[config.mk]
export PLATFORM = sky130hd
export DESIGN_NAME = acc_top
export DESIGN_NICKNAME = d
export VERILOG_FILES = /design/src/include/acc_pkg.sv /design/src/design/acc_top.sv /design/src/design/acc_tick_gen.sv
export SDC_FILE = /design/constraint.sdc
export NUM_CORES = 1
export LEC_CHECK = 0
export BUFFER_PORTS_ARGS = -buffer_cell sky130_fd_sc_hd__buf_2
export CAP_MARGIN = 20
export CORE_MARGIN = 4
export CORE_UTILIZATION = 35
export DETAILED_ROUTE_END_ITERATION = 8
export PLACE_DENSITY_LB_ADDON = 0.12
export SYNTH_ARGS = -nofsm -noshare
export SYNTH_HDL_FRONTEND = slang
export SYNTH_HIERARCHICAL = 1
export SYNTH_SLANG_ARGS = --single-unit
[constraint.sdc]
create_clock -name SYS_CLK_I -period 3.7 [get_ports SYS_CLK_I]
set_input_delay 0.37 -clock SYS_CLK_I [delete_from_list [all_inputs] [get_ports SYS_CLK_I]]
set_output_delay 0.37 -clock SYS_CLK_I [all_outputs]
set_load 0.02 [all_outputs]
[src/include/acc_pkg.sv]
// shared constants and types of the converter clock and conversion control block
package acc_pkg;

  // register indices; byte address is four times the index
  localparam logic [9:0] IDX_IRQ_STATUS = 10'h03A;
  localparam logic [9:0] IDX_IRQ_MASK = 10'h03B;
  localparam logic [9:0] IDX_CTRL = 10'h03C;
  localparam logic [9:0] IDX_RESULT = 10'h03D;
  localparam logic [9:0] IDX_CLK_CFG = 10'h03F;

  // converter_clock_config fields
  localparam int CFG_LOW_POWER = 7;
  localparam int CFG_DIV_HI = 6;
  localparam int CFG_DIV_LO = 5;
  localparam int CFG_ICLK = 4;
  localparam int CFG_FMT_HI = 3;
  localparam int CFG_FMT_LO = 2;
  localparam int CFG_LONG = 1;
  localparam int CFG_ASYNC = 0;
  localparam logic [7:0] CFG_RESET = 8'h00;

  // control register fields
  localparam int CTRL_CONVERSION_COMPLETE_FLAG = 7;
  localparam int CTRL_CONVERSION_INTERRUPT_ENABLE = 6;
  localparam int CTRL_CONT = 5;
  localparam int CHAN_W = 5;
  localparam logic [CHAN_W-1:0] CHAN_OFF = 5'h1F;
  localparam logic [6:0] CTRL_RESET = 7'h1F;

  // interrupt status and mask bits
  localparam int IRQ_W = 2;
  localparam int IRQ_DONE = 0;
  localparam int IRQ_OVERRUN = 1;
  localparam logic [IRQ_W-1:0] IRQ_RESET = 2'h0;

  // result
  localparam int RES_W = 10;
  localparam logic [RES_W-1:0] RES_RESET = 10'h000;
  localparam int SHORT_DROP = 2;

  // conversion length in converter clocks: 21 to 44
  localparam int CYC_W = 6;
  localparam logic [CYC_W-1:0] CONV_BASE_CYC = 6'h15;
  localparam logic [CYC_W-1:0] LONG_EXTRA_CYC = 6'h14;
  localparam logic [CYC_W-1:0] ASYNC_EXTRA_CYC = 6'h03;
  localparam logic [CYC_W-1:0] SAMPLE_CYC = 6'h04;

  // converter clock sources
  localparam int DIV_CNT_W = 4;
  localparam logic [DIV_CNT_W-1:0] ASYNC_DIV_DEFAULT = 4'h4;
  localparam logic [1:0] ALT_CLK_SHIFT = 2'h1;

  typedef enum logic [1:0] {
    SEQ_IDLE,
    SEQ_SAMPLE,
    SEQ_CONVERT
  } acc_seq_t;

endpackage

[src/design/acc_top.sv]
// converter clock configuration, conversion sequencing and apb register file
//
// Design decision made here: register access over APB.
`timescale 1ns/1ps
`default_nettype none

module acc_top #(
  parameter logic [acc_pkg::DIV_CNT_W-1:0] ASYNC_DIV = acc_pkg::ASYNC_DIV_DEFAULT
) (
  // clock and reset
  input wire logic SYS_CLK_I,
  input wire logic RESET_N_I,
  // apb slave
  input wire logic PSEL_I,
  input wire logic PENABLE_I,
  input wire logic PWRITE_I,
  input wire logic [11:0] PADDR_I,
  input wire logic [31:0] PWDATA_I,
  output logic [31:0] PRDATA_O,
  output logic PREADY_O,
  output logic PSLVERR_O,
  // analog front end
  input wire logic [9:0] ANALOG_RESULT_I,
  input wire logic STOP_MODE_I,
  output logic [4:0] CHANNEL_SEL_O,
  output logic SAMPLE_HOLD_O,
  output logic CONVERTER_ON_O,
  output logic LOW_POWER_O,
  // interrupt
  output logic IRQ_O
);

  // register state
  logic [7:0] clk_cfg_reg;
  logic [7:0] clk_cfg_next;
  logic [6:0] ctrl_reg;
  logic [6:0] ctrl_next;
  logic conversion_complete_flag_reg;
  logic conversion_complete_flag_next;
  logic [acc_pkg::RES_W-1:0] result_reg;
  logic [acc_pkg::RES_W-1:0] sample_reg;
  logic [acc_pkg::IRQ_W-1:0] irq_status_reg;
  logic [acc_pkg::IRQ_W-1:0] irq_status_next;
  logic [acc_pkg::IRQ_W-1:0] irq_mask_reg;
  logic [acc_pkg::IRQ_W-1:0] irq_mask_next;
  logic irq_reg;
  // bus state
  logic pready_reg;
  logic pslverr_reg;
  logic [31:0] prdata_reg;
  logic [31:0] rdata;
  logic [9:0] bus_idx;
  logic bus_access;
  logic bus_done;
  logic wr_done;
  logic rd_done;
  logic known_idx;
  logic ctrl_write;
  // sequencer state
  acc_pkg::acc_seq_t seq_reg;
  acc_pkg::acc_seq_t seq_next;
  logic [acc_pkg::CYC_W-1:0] tick_cnt_reg;
  logic [acc_pkg::CYC_W-1:0] tick_cnt_next;
  logic [acc_pkg::CYC_W-1:0] sample_len;
  logic [acc_pkg::CYC_W-1:0] convert_len;
  logic busy_reg;
  logic sample_hold_reg;
  logic restart_reg;
  logic tick;
  logic run;
  logic start_req;
  logic abort_req;
  logic conv_done;
  logic capture;

  // bus decode
  assign bus_idx = PADDR_I[11:2];
  assign bus_access = PSEL_I && PENABLE_I;
  assign bus_done = bus_access && pready_reg;
  assign wr_done = bus_done && PWRITE_I;
  assign rd_done = bus_done && !PWRITE_I;
  assign ctrl_write = wr_done && (bus_idx == acc_pkg::IDX_CTRL);
  assign known_idx = (bus_idx == acc_pkg::IDX_IRQ_STATUS) || (bus_idx == acc_pkg::IDX_IRQ_MASK)
    || (bus_idx == acc_pkg::IDX_CTRL) || (bus_idx == acc_pkg::IDX_RESULT)
    || (bus_idx == acc_pkg::IDX_CLK_CFG);

  // one wait state: ready rises in the second access cycle
  always_ff @(posedge SYS_CLK_I or negedge RESET_N_I) begin
    if (!RESET_N_I) begin
      pready_reg <= 1'b0;
    end else begin
      pready_reg <= bus_access && !pready_reg;
    end
  end

  // unknown index answers with an error
  always_ff @(posedge SYS_CLK_I or negedge RESET_N_I) begin
    if (!RESET_N_I) begin
      pslverr_reg <= 1'b0;
    end else begin
      pslverr_reg <= bus_access && !pready_reg && !known_idx;
    end
  end

  // read data stands while ready is high
  always_ff @(posedge SYS_CLK_I or negedge RESET_N_I) begin
    if (!RESET_N_I) begin
      prdata_reg <= 32'h0000_0000;
    end else if (bus_access && !pready_reg && !PWRITE_I) begin
      prdata_reg <= rdata;
    end
  end

  // read mux
  always_comb begin
    rdata = 32'h0000_0000;
    if (bus_idx == acc_pkg::IDX_IRQ_STATUS) begin
      rdata[acc_pkg::IRQ_W-1:0] = irq_status_reg;
    end
    if (bus_idx == acc_pkg::IDX_IRQ_MASK) begin
      rdata[acc_pkg::IRQ_W-1:0] = irq_mask_reg;
    end
    if (bus_idx == acc_pkg::IDX_CTRL) begin
      rdata[$bits(ctrl_reg)-1:0] = ctrl_reg;
      rdata[acc_pkg::CTRL_CONVERSION_COMPLETE_FLAG] = conversion_complete_flag_reg;
    end
    if (bus_idx == acc_pkg::IDX_RESULT) begin
      rdata[acc_pkg::RES_W-1:0] = result_reg;
    end
    if (bus_idx == acc_pkg::IDX_CLK_CFG) begin
      rdata[$bits(clk_cfg_reg)-1:0] = clk_cfg_reg;
    end
  end

  // clock register: format high bit never stored
  always_comb begin
    clk_cfg_next = clk_cfg_reg;
    if (wr_done && (bus_idx == acc_pkg::IDX_CLK_CFG)) begin
      clk_cfg_next = PWDATA_I[$bits(clk_cfg_reg)-1:0];
      clk_cfg_next[acc_pkg::CFG_FMT_HI] = 1'b0;
    end
  end
  always_ff @(posedge SYS_CLK_I or negedge RESET_N_I) begin
    if (!RESET_N_I) begin
      clk_cfg_reg <= acc_pkg::CFG_RESET;
    end else begin
      clk_cfg_reg <= clk_cfg_next;
    end
  end

  // control register: completion bit is not writable
  always_comb begin
    ctrl_next = ctrl_reg;
    if (ctrl_write) begin
      ctrl_next = PWDATA_I[$bits(ctrl_reg)-1:0];
    end
  end
  always_ff @(posedge SYS_CLK_I or negedge RESET_N_I) begin
    if (!RESET_N_I) begin
      ctrl_reg <= acc_pkg::CTRL_RESET;
    end else begin
      ctrl_reg <= ctrl_next;
    end
  end

  // interrupt mask
  always_comb begin
    irq_mask_next = irq_mask_reg;
    if (wr_done && (bus_idx == acc_pkg::IDX_IRQ_MASK)) begin
      irq_mask_next = PWDATA_I[acc_pkg::IRQ_W-1:0];
    end
  end
  always_ff @(posedge SYS_CLK_I or negedge RESET_N_I) begin
    if (!RESET_N_I) begin
      irq_mask_reg <= acc_pkg::IRQ_RESET;
    end else begin
      irq_mask_reg <= irq_mask_next;
    end
  end

  // sticky status: write one to clear, a new event wins
  always_comb begin
    irq_status_next = irq_status_reg;
    if (wr_done && (bus_idx == acc_pkg::IDX_IRQ_STATUS)) begin
      irq_status_next = irq_status_reg & ~PWDATA_I[acc_pkg::IRQ_W-1:0];
    end
    if (conv_done) begin
      irq_status_next[acc_pkg::IRQ_DONE] = 1'b1;
      if (conversion_complete_flag_reg) begin
        irq_status_next[acc_pkg::IRQ_OVERRUN] = 1'b1;
      end
    end
  end
  always_ff @(posedge SYS_CLK_I or negedge RESET_N_I) begin
    if (!RESET_N_I) begin
      irq_status_reg <= acc_pkg::IRQ_RESET;
    end else begin
      irq_status_reg <= irq_status_next;
    end
  end

  // level interrupt from the settled status and mask
  always_ff @(posedge SYS_CLK_I or negedge RESET_N_I) begin
    if (!RESET_N_I) begin
      irq_reg <= 1'b0;
    end else begin
      irq_reg <= |(irq_status_next & irq_mask_next);
    end
  end

  // completion flag: set wins over a clear in the same cycle
  always_comb begin
    conversion_complete_flag_next = conversion_complete_flag_reg;
    if (start_req || (rd_done && (bus_idx == acc_pkg::IDX_RESULT))) begin
      conversion_complete_flag_next = 1'b0;
    end
    if (conv_done) begin
      conversion_complete_flag_next = 1'b1;
    end
  end
  always_ff @(posedge SYS_CLK_I or negedge RESET_N_I) begin
    if (!RESET_N_I) begin
      conversion_complete_flag_reg <= 1'b0;
    end else begin
      conversion_complete_flag_reg <= conversion_complete_flag_next;
    end
  end

  // start, restart and abort requests
  assign start_req = (ctrl_write && (PWDATA_I[acc_pkg::CHAN_W-1:0] != acc_pkg::CHAN_OFF))
    || restart_reg;
  assign abort_req = ctrl_write && (PWDATA_I[acc_pkg::CHAN_W-1:0] == acc_pkg::CHAN_OFF);
  // phase lengths in converter clocks
  assign sample_len = acc_pkg::SAMPLE_CYC
    + (clk_cfg_reg[acc_pkg::CFG_LONG] ? acc_pkg::LONG_EXTRA_CYC : '0);
  assign convert_len = acc_pkg::CONV_BASE_CYC - acc_pkg::SAMPLE_CYC
    + (clk_cfg_reg[acc_pkg::CFG_ASYNC] ? acc_pkg::ASYNC_EXTRA_CYC : '0);
  // converter clock halts in stop unless the async source runs
  assign run = busy_reg && (!STOP_MODE_I || clk_cfg_reg[acc_pkg::CFG_ASYNC]);

  // conversion sequencer
  always_comb begin
    seq_next = seq_reg;
    tick_cnt_next = tick_cnt_reg;
    conv_done = 1'b0;
    capture = 1'b0;
    if (abort_req) begin
      seq_next = acc_pkg::SEQ_IDLE;
      tick_cnt_next = '0;
    end else if (start_req) begin
      seq_next = acc_pkg::SEQ_SAMPLE;
      tick_cnt_next = '0;
    end else begin
      unique case (seq_reg)
        acc_pkg::SEQ_IDLE: begin
          tick_cnt_next = '0;
        end
        acc_pkg::SEQ_SAMPLE: begin
          if (tick && (tick_cnt_reg == sample_len - 6'h01)) begin
            seq_next = acc_pkg::SEQ_CONVERT;
            tick_cnt_next = '0;
            capture = 1'b1;
          end else if (tick) begin
            tick_cnt_next = tick_cnt_reg + 6'h01;
          end
        end
        acc_pkg::SEQ_CONVERT: begin
          if (tick && (tick_cnt_reg == convert_len - 6'h01)) begin
            seq_next = acc_pkg::SEQ_IDLE;
            tick_cnt_next = '0;
            conv_done = 1'b1;
          end else if (tick) begin
            tick_cnt_next = tick_cnt_reg + 6'h01;
          end
        end
        default: begin
          seq_next = acc_pkg::SEQ_IDLE;
        end
      endcase
    end
  end

  always_ff @(posedge SYS_CLK_I or negedge RESET_N_I) begin
    if (!RESET_N_I) begin
      seq_reg <= acc_pkg::SEQ_IDLE;
      tick_cnt_reg <= '0;
    end else begin
      seq_reg <= seq_next;
      tick_cnt_reg <= tick_cnt_next;
    end
  end

  // front-end strobes aligned with the sequencer state
  always_ff @(posedge SYS_CLK_I or negedge RESET_N_I) begin
    if (!RESET_N_I) begin
      busy_reg <= 1'b0;
      sample_hold_reg <= 1'b0;
    end else begin
      busy_reg <= (seq_next != acc_pkg::SEQ_IDLE);
      sample_hold_reg <= (seq_next == acc_pkg::SEQ_SAMPLE);
    end
  end

  // continuous mode: one idle cycle, then the next conversion
  always_ff @(posedge SYS_CLK_I or negedge RESET_N_I) begin
    if (!RESET_N_I) begin
      restart_reg <= 1'b0;
    end else begin
      restart_reg <= conv_done && ctrl_reg[acc_pkg::CTRL_CONT] && !ctrl_write;
    end
  end

  // pin level held at the end of the sample phase
  always_ff @(posedge SYS_CLK_I or negedge RESET_N_I) begin
    if (!RESET_N_I) begin
      sample_reg <= acc_pkg::RES_RESET;
    end else if (capture) begin
      sample_reg <= ANALOG_RESULT_I;
    end
  end

  // right-justified result only, ten or eight bits
  always_ff @(posedge SYS_CLK_I or negedge RESET_N_I) begin
    if (!RESET_N_I) begin
      result_reg <= acc_pkg::RES_RESET;
    end else if (conv_done) begin
      result_reg <= clk_cfg_reg[acc_pkg::CFG_FMT_LO] ? sample_reg
        : (sample_reg >> acc_pkg::SHORT_DROP);
    end
  end

  // converter clock: two divider bits only, no divide by six
  acc_tick_gen #(
    .ASYNC_DIV(ASYNC_DIV)
  ) u_tick_gen (
    .clk_i(SYS_CLK_I),
    .rst_n_i(RESET_N_I),
    .run_i(run),
    .use_async_i(clk_cfg_reg[acc_pkg::CFG_ASYNC]),
    .alt_clk_i(clk_cfg_reg[acc_pkg::CFG_ICLK]),
    .div_sel_i(clk_cfg_reg[acc_pkg::CFG_DIV_HI:acc_pkg::CFG_DIV_LO]),
    .tick_o(tick)
  );

  // outputs straight from flip-flops
  assign PRDATA_O = prdata_reg;
  assign PREADY_O = pready_reg;
  assign PSLVERR_O = pslverr_reg;
  assign CHANNEL_SEL_O = ctrl_reg[acc_pkg::CHAN_W-1:0];
  assign SAMPLE_HOLD_O = sample_hold_reg;
  assign CONVERTER_ON_O = busy_reg;
  assign LOW_POWER_O = clk_cfg_reg[acc_pkg::CFG_LOW_POWER];
  assign IRQ_O = irq_reg;
endmodule

[src/design/acc_tick_gen.sv]
// converter clock tick generator: divided bus clock or internal asynchronous source
`timescale 1ns/1ps
`default_nettype none

module acc_tick_gen #(
  parameter logic [acc_pkg::DIV_CNT_W-1:0] ASYNC_DIV = acc_pkg::ASYNC_DIV_DEFAULT
) (
  // clock and reset
  input wire logic clk_i,
  input wire logic rst_n_i,
  // source selection
  input wire logic run_i,
  input wire logic use_async_i,
  input wire logic alt_clk_i,
  input wire logic [1:0] div_sel_i,
  // tick
  output logic tick_o
);

  logic [acc_pkg::DIV_CNT_W-1:0] cnt_reg;
  logic [acc_pkg::DIV_CNT_W-1:0] limit;
  logic [2:0] shift;

  // divide by 1, 2, 4 or 8, doubled on the alternate source; no divide by six
  always_comb begin
    shift = {1'b0, div_sel_i} + (alt_clk_i ? {1'b0, acc_pkg::ALT_CLK_SHIFT} : 3'h0);
    if (use_async_i) begin
      limit = ASYNC_DIV - 4'h1;
    end else begin
      limit = 4'(({1'b0, 4'h1} << shift) - 5'h01);
    end
  end

  always_ff @(posedge clk_i or negedge rst_n_i) begin
    if (!rst_n_i) begin
      cnt_reg <= '0;
    end else if (!run_i || cnt_reg >= limit) begin
      cnt_reg <= '0;
    end else begin
      cnt_reg <= cnt_reg + 4'h1;
    end
  end

  always_ff @(posedge clk_i or negedge rst_n_i) begin
    if (!rst_n_i) begin
      tick_o <= 1'b0;
    end else begin
      tick_o <= run_i && (cnt_reg >= limit);
    end
  end

endmodule

`default_nettype wire

==> run_results.csv <==
group,metric,value,unit
run_status,status,"completed",
critical_path,regToRegSetupSlack,1.10,ns
routing,drt_iter0_markers,143,
synthesis,synth_commonest_cells,"dfrtp_1 (63), nand2_1 (45), nor2_1 (28)",
timing,finalHoldViolCount,0,
power_and_ir_drop,power,1630,µW
critical_path,path_max_fanout,4,
timing,worst_pin_slew,0.711,ns
clock_network,cts_tree,"done",
clock_network,cts.repair.resized,0,
timing,timing.fmax,384,MHz
layout,drive_gt1_frac,0.263,
global_routing,track_usage,0.145,
critical_path,slowest_delay,0.42,ns
layout,fin_cells,558,
synthesis,synth_edf_count,0,
routing,drt-wirelength-per-cell,15.3,µm
timing,setup_viol,0,
synthesis,yosysTopAreaCell,"dfrtp_1",
clock_network,cts_setup_buffers,0,
die,die_x,111,µm
timing,rsz0062_at_grt,"no",
synthesis,netlist_top_cells_area,"dfrtp_1 (43%), buf_4 (5.5%), nand2_1 (4.6%), ha_1 (4.4%), mux2_4 (4.1%)",
synthesis,ys_async_sr_fraction,1.00,
layout,nNetsFinal,490,
routing,vias_per_cell,4.86,
layout,stdcell_area,4190,µm²
layout,diodes,0,
die,row_count,37,
power_and_ir_drop,p_per_area,389,nW/µm²
global_routing,gr-total-overflow,0,
power_and_ir_drop,ir_drop,0.000196,V
synthesis,yosys_warnings,6,
timing,fin_crit_sh,0.704,
critical_path,cp-start-kind,"register",
layout,synthToLayoutAreaGrowth,13.2,%
clock_network,htreeDepth,3,
critical_path,cp-end-kind,"register",
clock_network,root_buffer,"clkbuf_8",
critical_path,cp_cell_sequence,"ha_1 -> ha_1 -> or3_4 -> ha_1 -> nor2b_1 -> ha_1 -> o211ai_1 -> o211ai_1 -> nor2_1",
hold_path,hold_class,"in2async",
die,start_util,0.359,
global_routing,grt_pass1_wl,14300,µm
synthesis,syn_avg_cell_area,10.2,µm²
synthesis,syn_inst,363,
placement,gp_congestion,0.821,
timing,finalClockSkew,0.00974,ns
synthesis,synth_top_area_share,0.426,
global_routing,grt_max_degree,30,
timing,fin_crit,2.60,ns
placement,portBuffers,54,
routing,ant_nets,0,
timing,drv_slew,0,
synthesis,synth.most_common_cell,"dfrtp_1",
synthesis,ys_seq_area_frac,0.461,
routing,finalWirelength,8540,µm
die,die_area,12300,µm²
critical_path,crit_required,3.92,ns
critical_path,crit_path_top_delay_cell,"dfrtp_1",
timing,slew_headroom,0.521,
clock_network,clk_pin_slew,0.08,ns
placement,placed_cell_area,4010,µm²
synthesis,post_synth_num_cell_types,56,
critical_path,cpMostUsedCell,"ha_1",
layout,fillers,1039,
flow_run,cap_violations,0,
die,core_area,10300,µm²
clock_network,cts-buffers-inserted,9,
clock_network,cts_sinks,68,
die,die_y,111,µm
synthesis,synth_ff_type,"dfrtp_1",
global_routing,grt_pass1_vias,2716,
critical_path,arrival,2.82,ns
clock_network,hold_buffers,0,
clock_network,cts.path.max_buffers,2,
routing,num_vias,2713,
global_routing,antenna_found_initial,1,
clock_network,clk_latency,0.34,ns
routing,route.detailed.drc,0,
timing,setup-tns-final,0,ns
synthesis,syn_area,3700,µm²
synthesis,synth-seq-cells,68,
placement,hpwl,6360,µm
power_and_ir_drop,p_leak,0.00196,µW
placement,dpl.cell_count,541,
routing,firstDrtPassIters,4,
critical_path,path_class,"reg2reg",
die,io_pins,103,
==> layout by cell type, fill, tap and decap left out, types with 6 or more instances in the layout <==
cell type  netlist  final
o21ai_0         25     25
buf_2            0     54
mux2i_1         11     11
mux2_4          10     10
clkbuf_8         0      9
a21oi_1         11     11
nor2_1          28     28
conb_1           1     22
mux2_2           8      8
nand3_1          9      9
ha_1            13     13
inv_1           16     16
nand2_1         45     45
dfrtp_1         63     63
nand4_1          7      7
a221oi_1         6      6
==> layer usage <==
| metal | global-route usage | share of wire | wire (µm) | vias to the layer above |
|---|---|---|---|---|
| met5 | 0 | 0.0015 | 13 | - |
| met3 | 0.0262 | 0.048 | 414 | 15 |
| met4 | 0.0517 | 0.015 | 125 | 2 |
| met2 | 0.224 | 0.45 | 3870 | 67 |
| met1 | 0.203 | 0.48 | 4120 | 1298 |
| li1 | - | - | - | 1331 |
==> per-stage QoR <==
step / setup slack [ns] / hold WS, ns / util
detailed placement: 1.10 / 0.458 / 0.388
global placement: 1.13 / 0.448 / 0.388
global route: 0.912 / 0.125 / 0.406
finish: 1.10 / 0.0713 / 0.406
floorplan: 1.33 / 0.0744 / -
CTS: 1.08 / 0.0919 / 0.405
==> final cells by class <==
| type | instances | area (µm²) | area share |
|---|---|---|---|
| multi-input combinational | 262 | 1760 | 0.420 |
| clock inverter | 7 | 51.3 | 0.0122 |
| inverter | 16 | 60.1 | 0.0143 |
| timing repair buffer | 60 | 315 | 0.0753 |
| sequential | 68 | 1710 | 0.408 |
| clock buffer | 9 | 124 | 0.0296 |
| tap | 136 | 170 | 0.0406 |
==> final timing paths <==
| path | startpoint | depth (start not counted) | end |
|---|---|---|---|
| setup / recovery | clk_cfg_reg[4] | 9 | u_tick_gen/cnt_reg[3] |
| setup reg to reg | clk_cfg_reg[4] | 9 | u_tick_gen/cnt_reg[3] |
| hold / removal | RESET_N_I | 1 | u_tick_gen/cnt_reg[2] |
| max in group asynchronous | RESET_N_I | 2 | ctrl_reg[2] |
| min in group SYS_CLK_I | PWDATA_I[4] | 3 | ctrl_reg[4] |
| hold reg to reg | PRDATA_O[8] | 2 | PRDATA_O[8] |
==> logic make-up after synthesis <==
| group | count (synthesis) | synth area share |
|---|---|---|
| muxes | 29 | 0.0947 |
| buffers and inverters | 54 | 0.0842 |
| xor gates and xnor gates | 8 | 0.0189 |
| and+or+nand+nor | 128 | 0.183 |
| other | 1 | 0.00101 |
| DFF | 68 | 0.461 |
| adders and majority gates | 13 | 0.0439 |
| AOI/OAI and AO/OA | 62 | 0.113 |
==> power breakdown <==
group | total, µW | internal [µW] | switching [µW]
combinational | 266 | 94.9 | 171
sequential | 813 | 783 | 30.2
clock | 549 | 245 | 304
==> worst max-delay path: cells and delay by family (launching register included) <==
family	cells	cell delay, ns
flops	1	0.42
fa+ha+maj	4	1.06
simple gates	3	0.56
compound gates	2	0.43
Power figures use the tool's default switching activity.
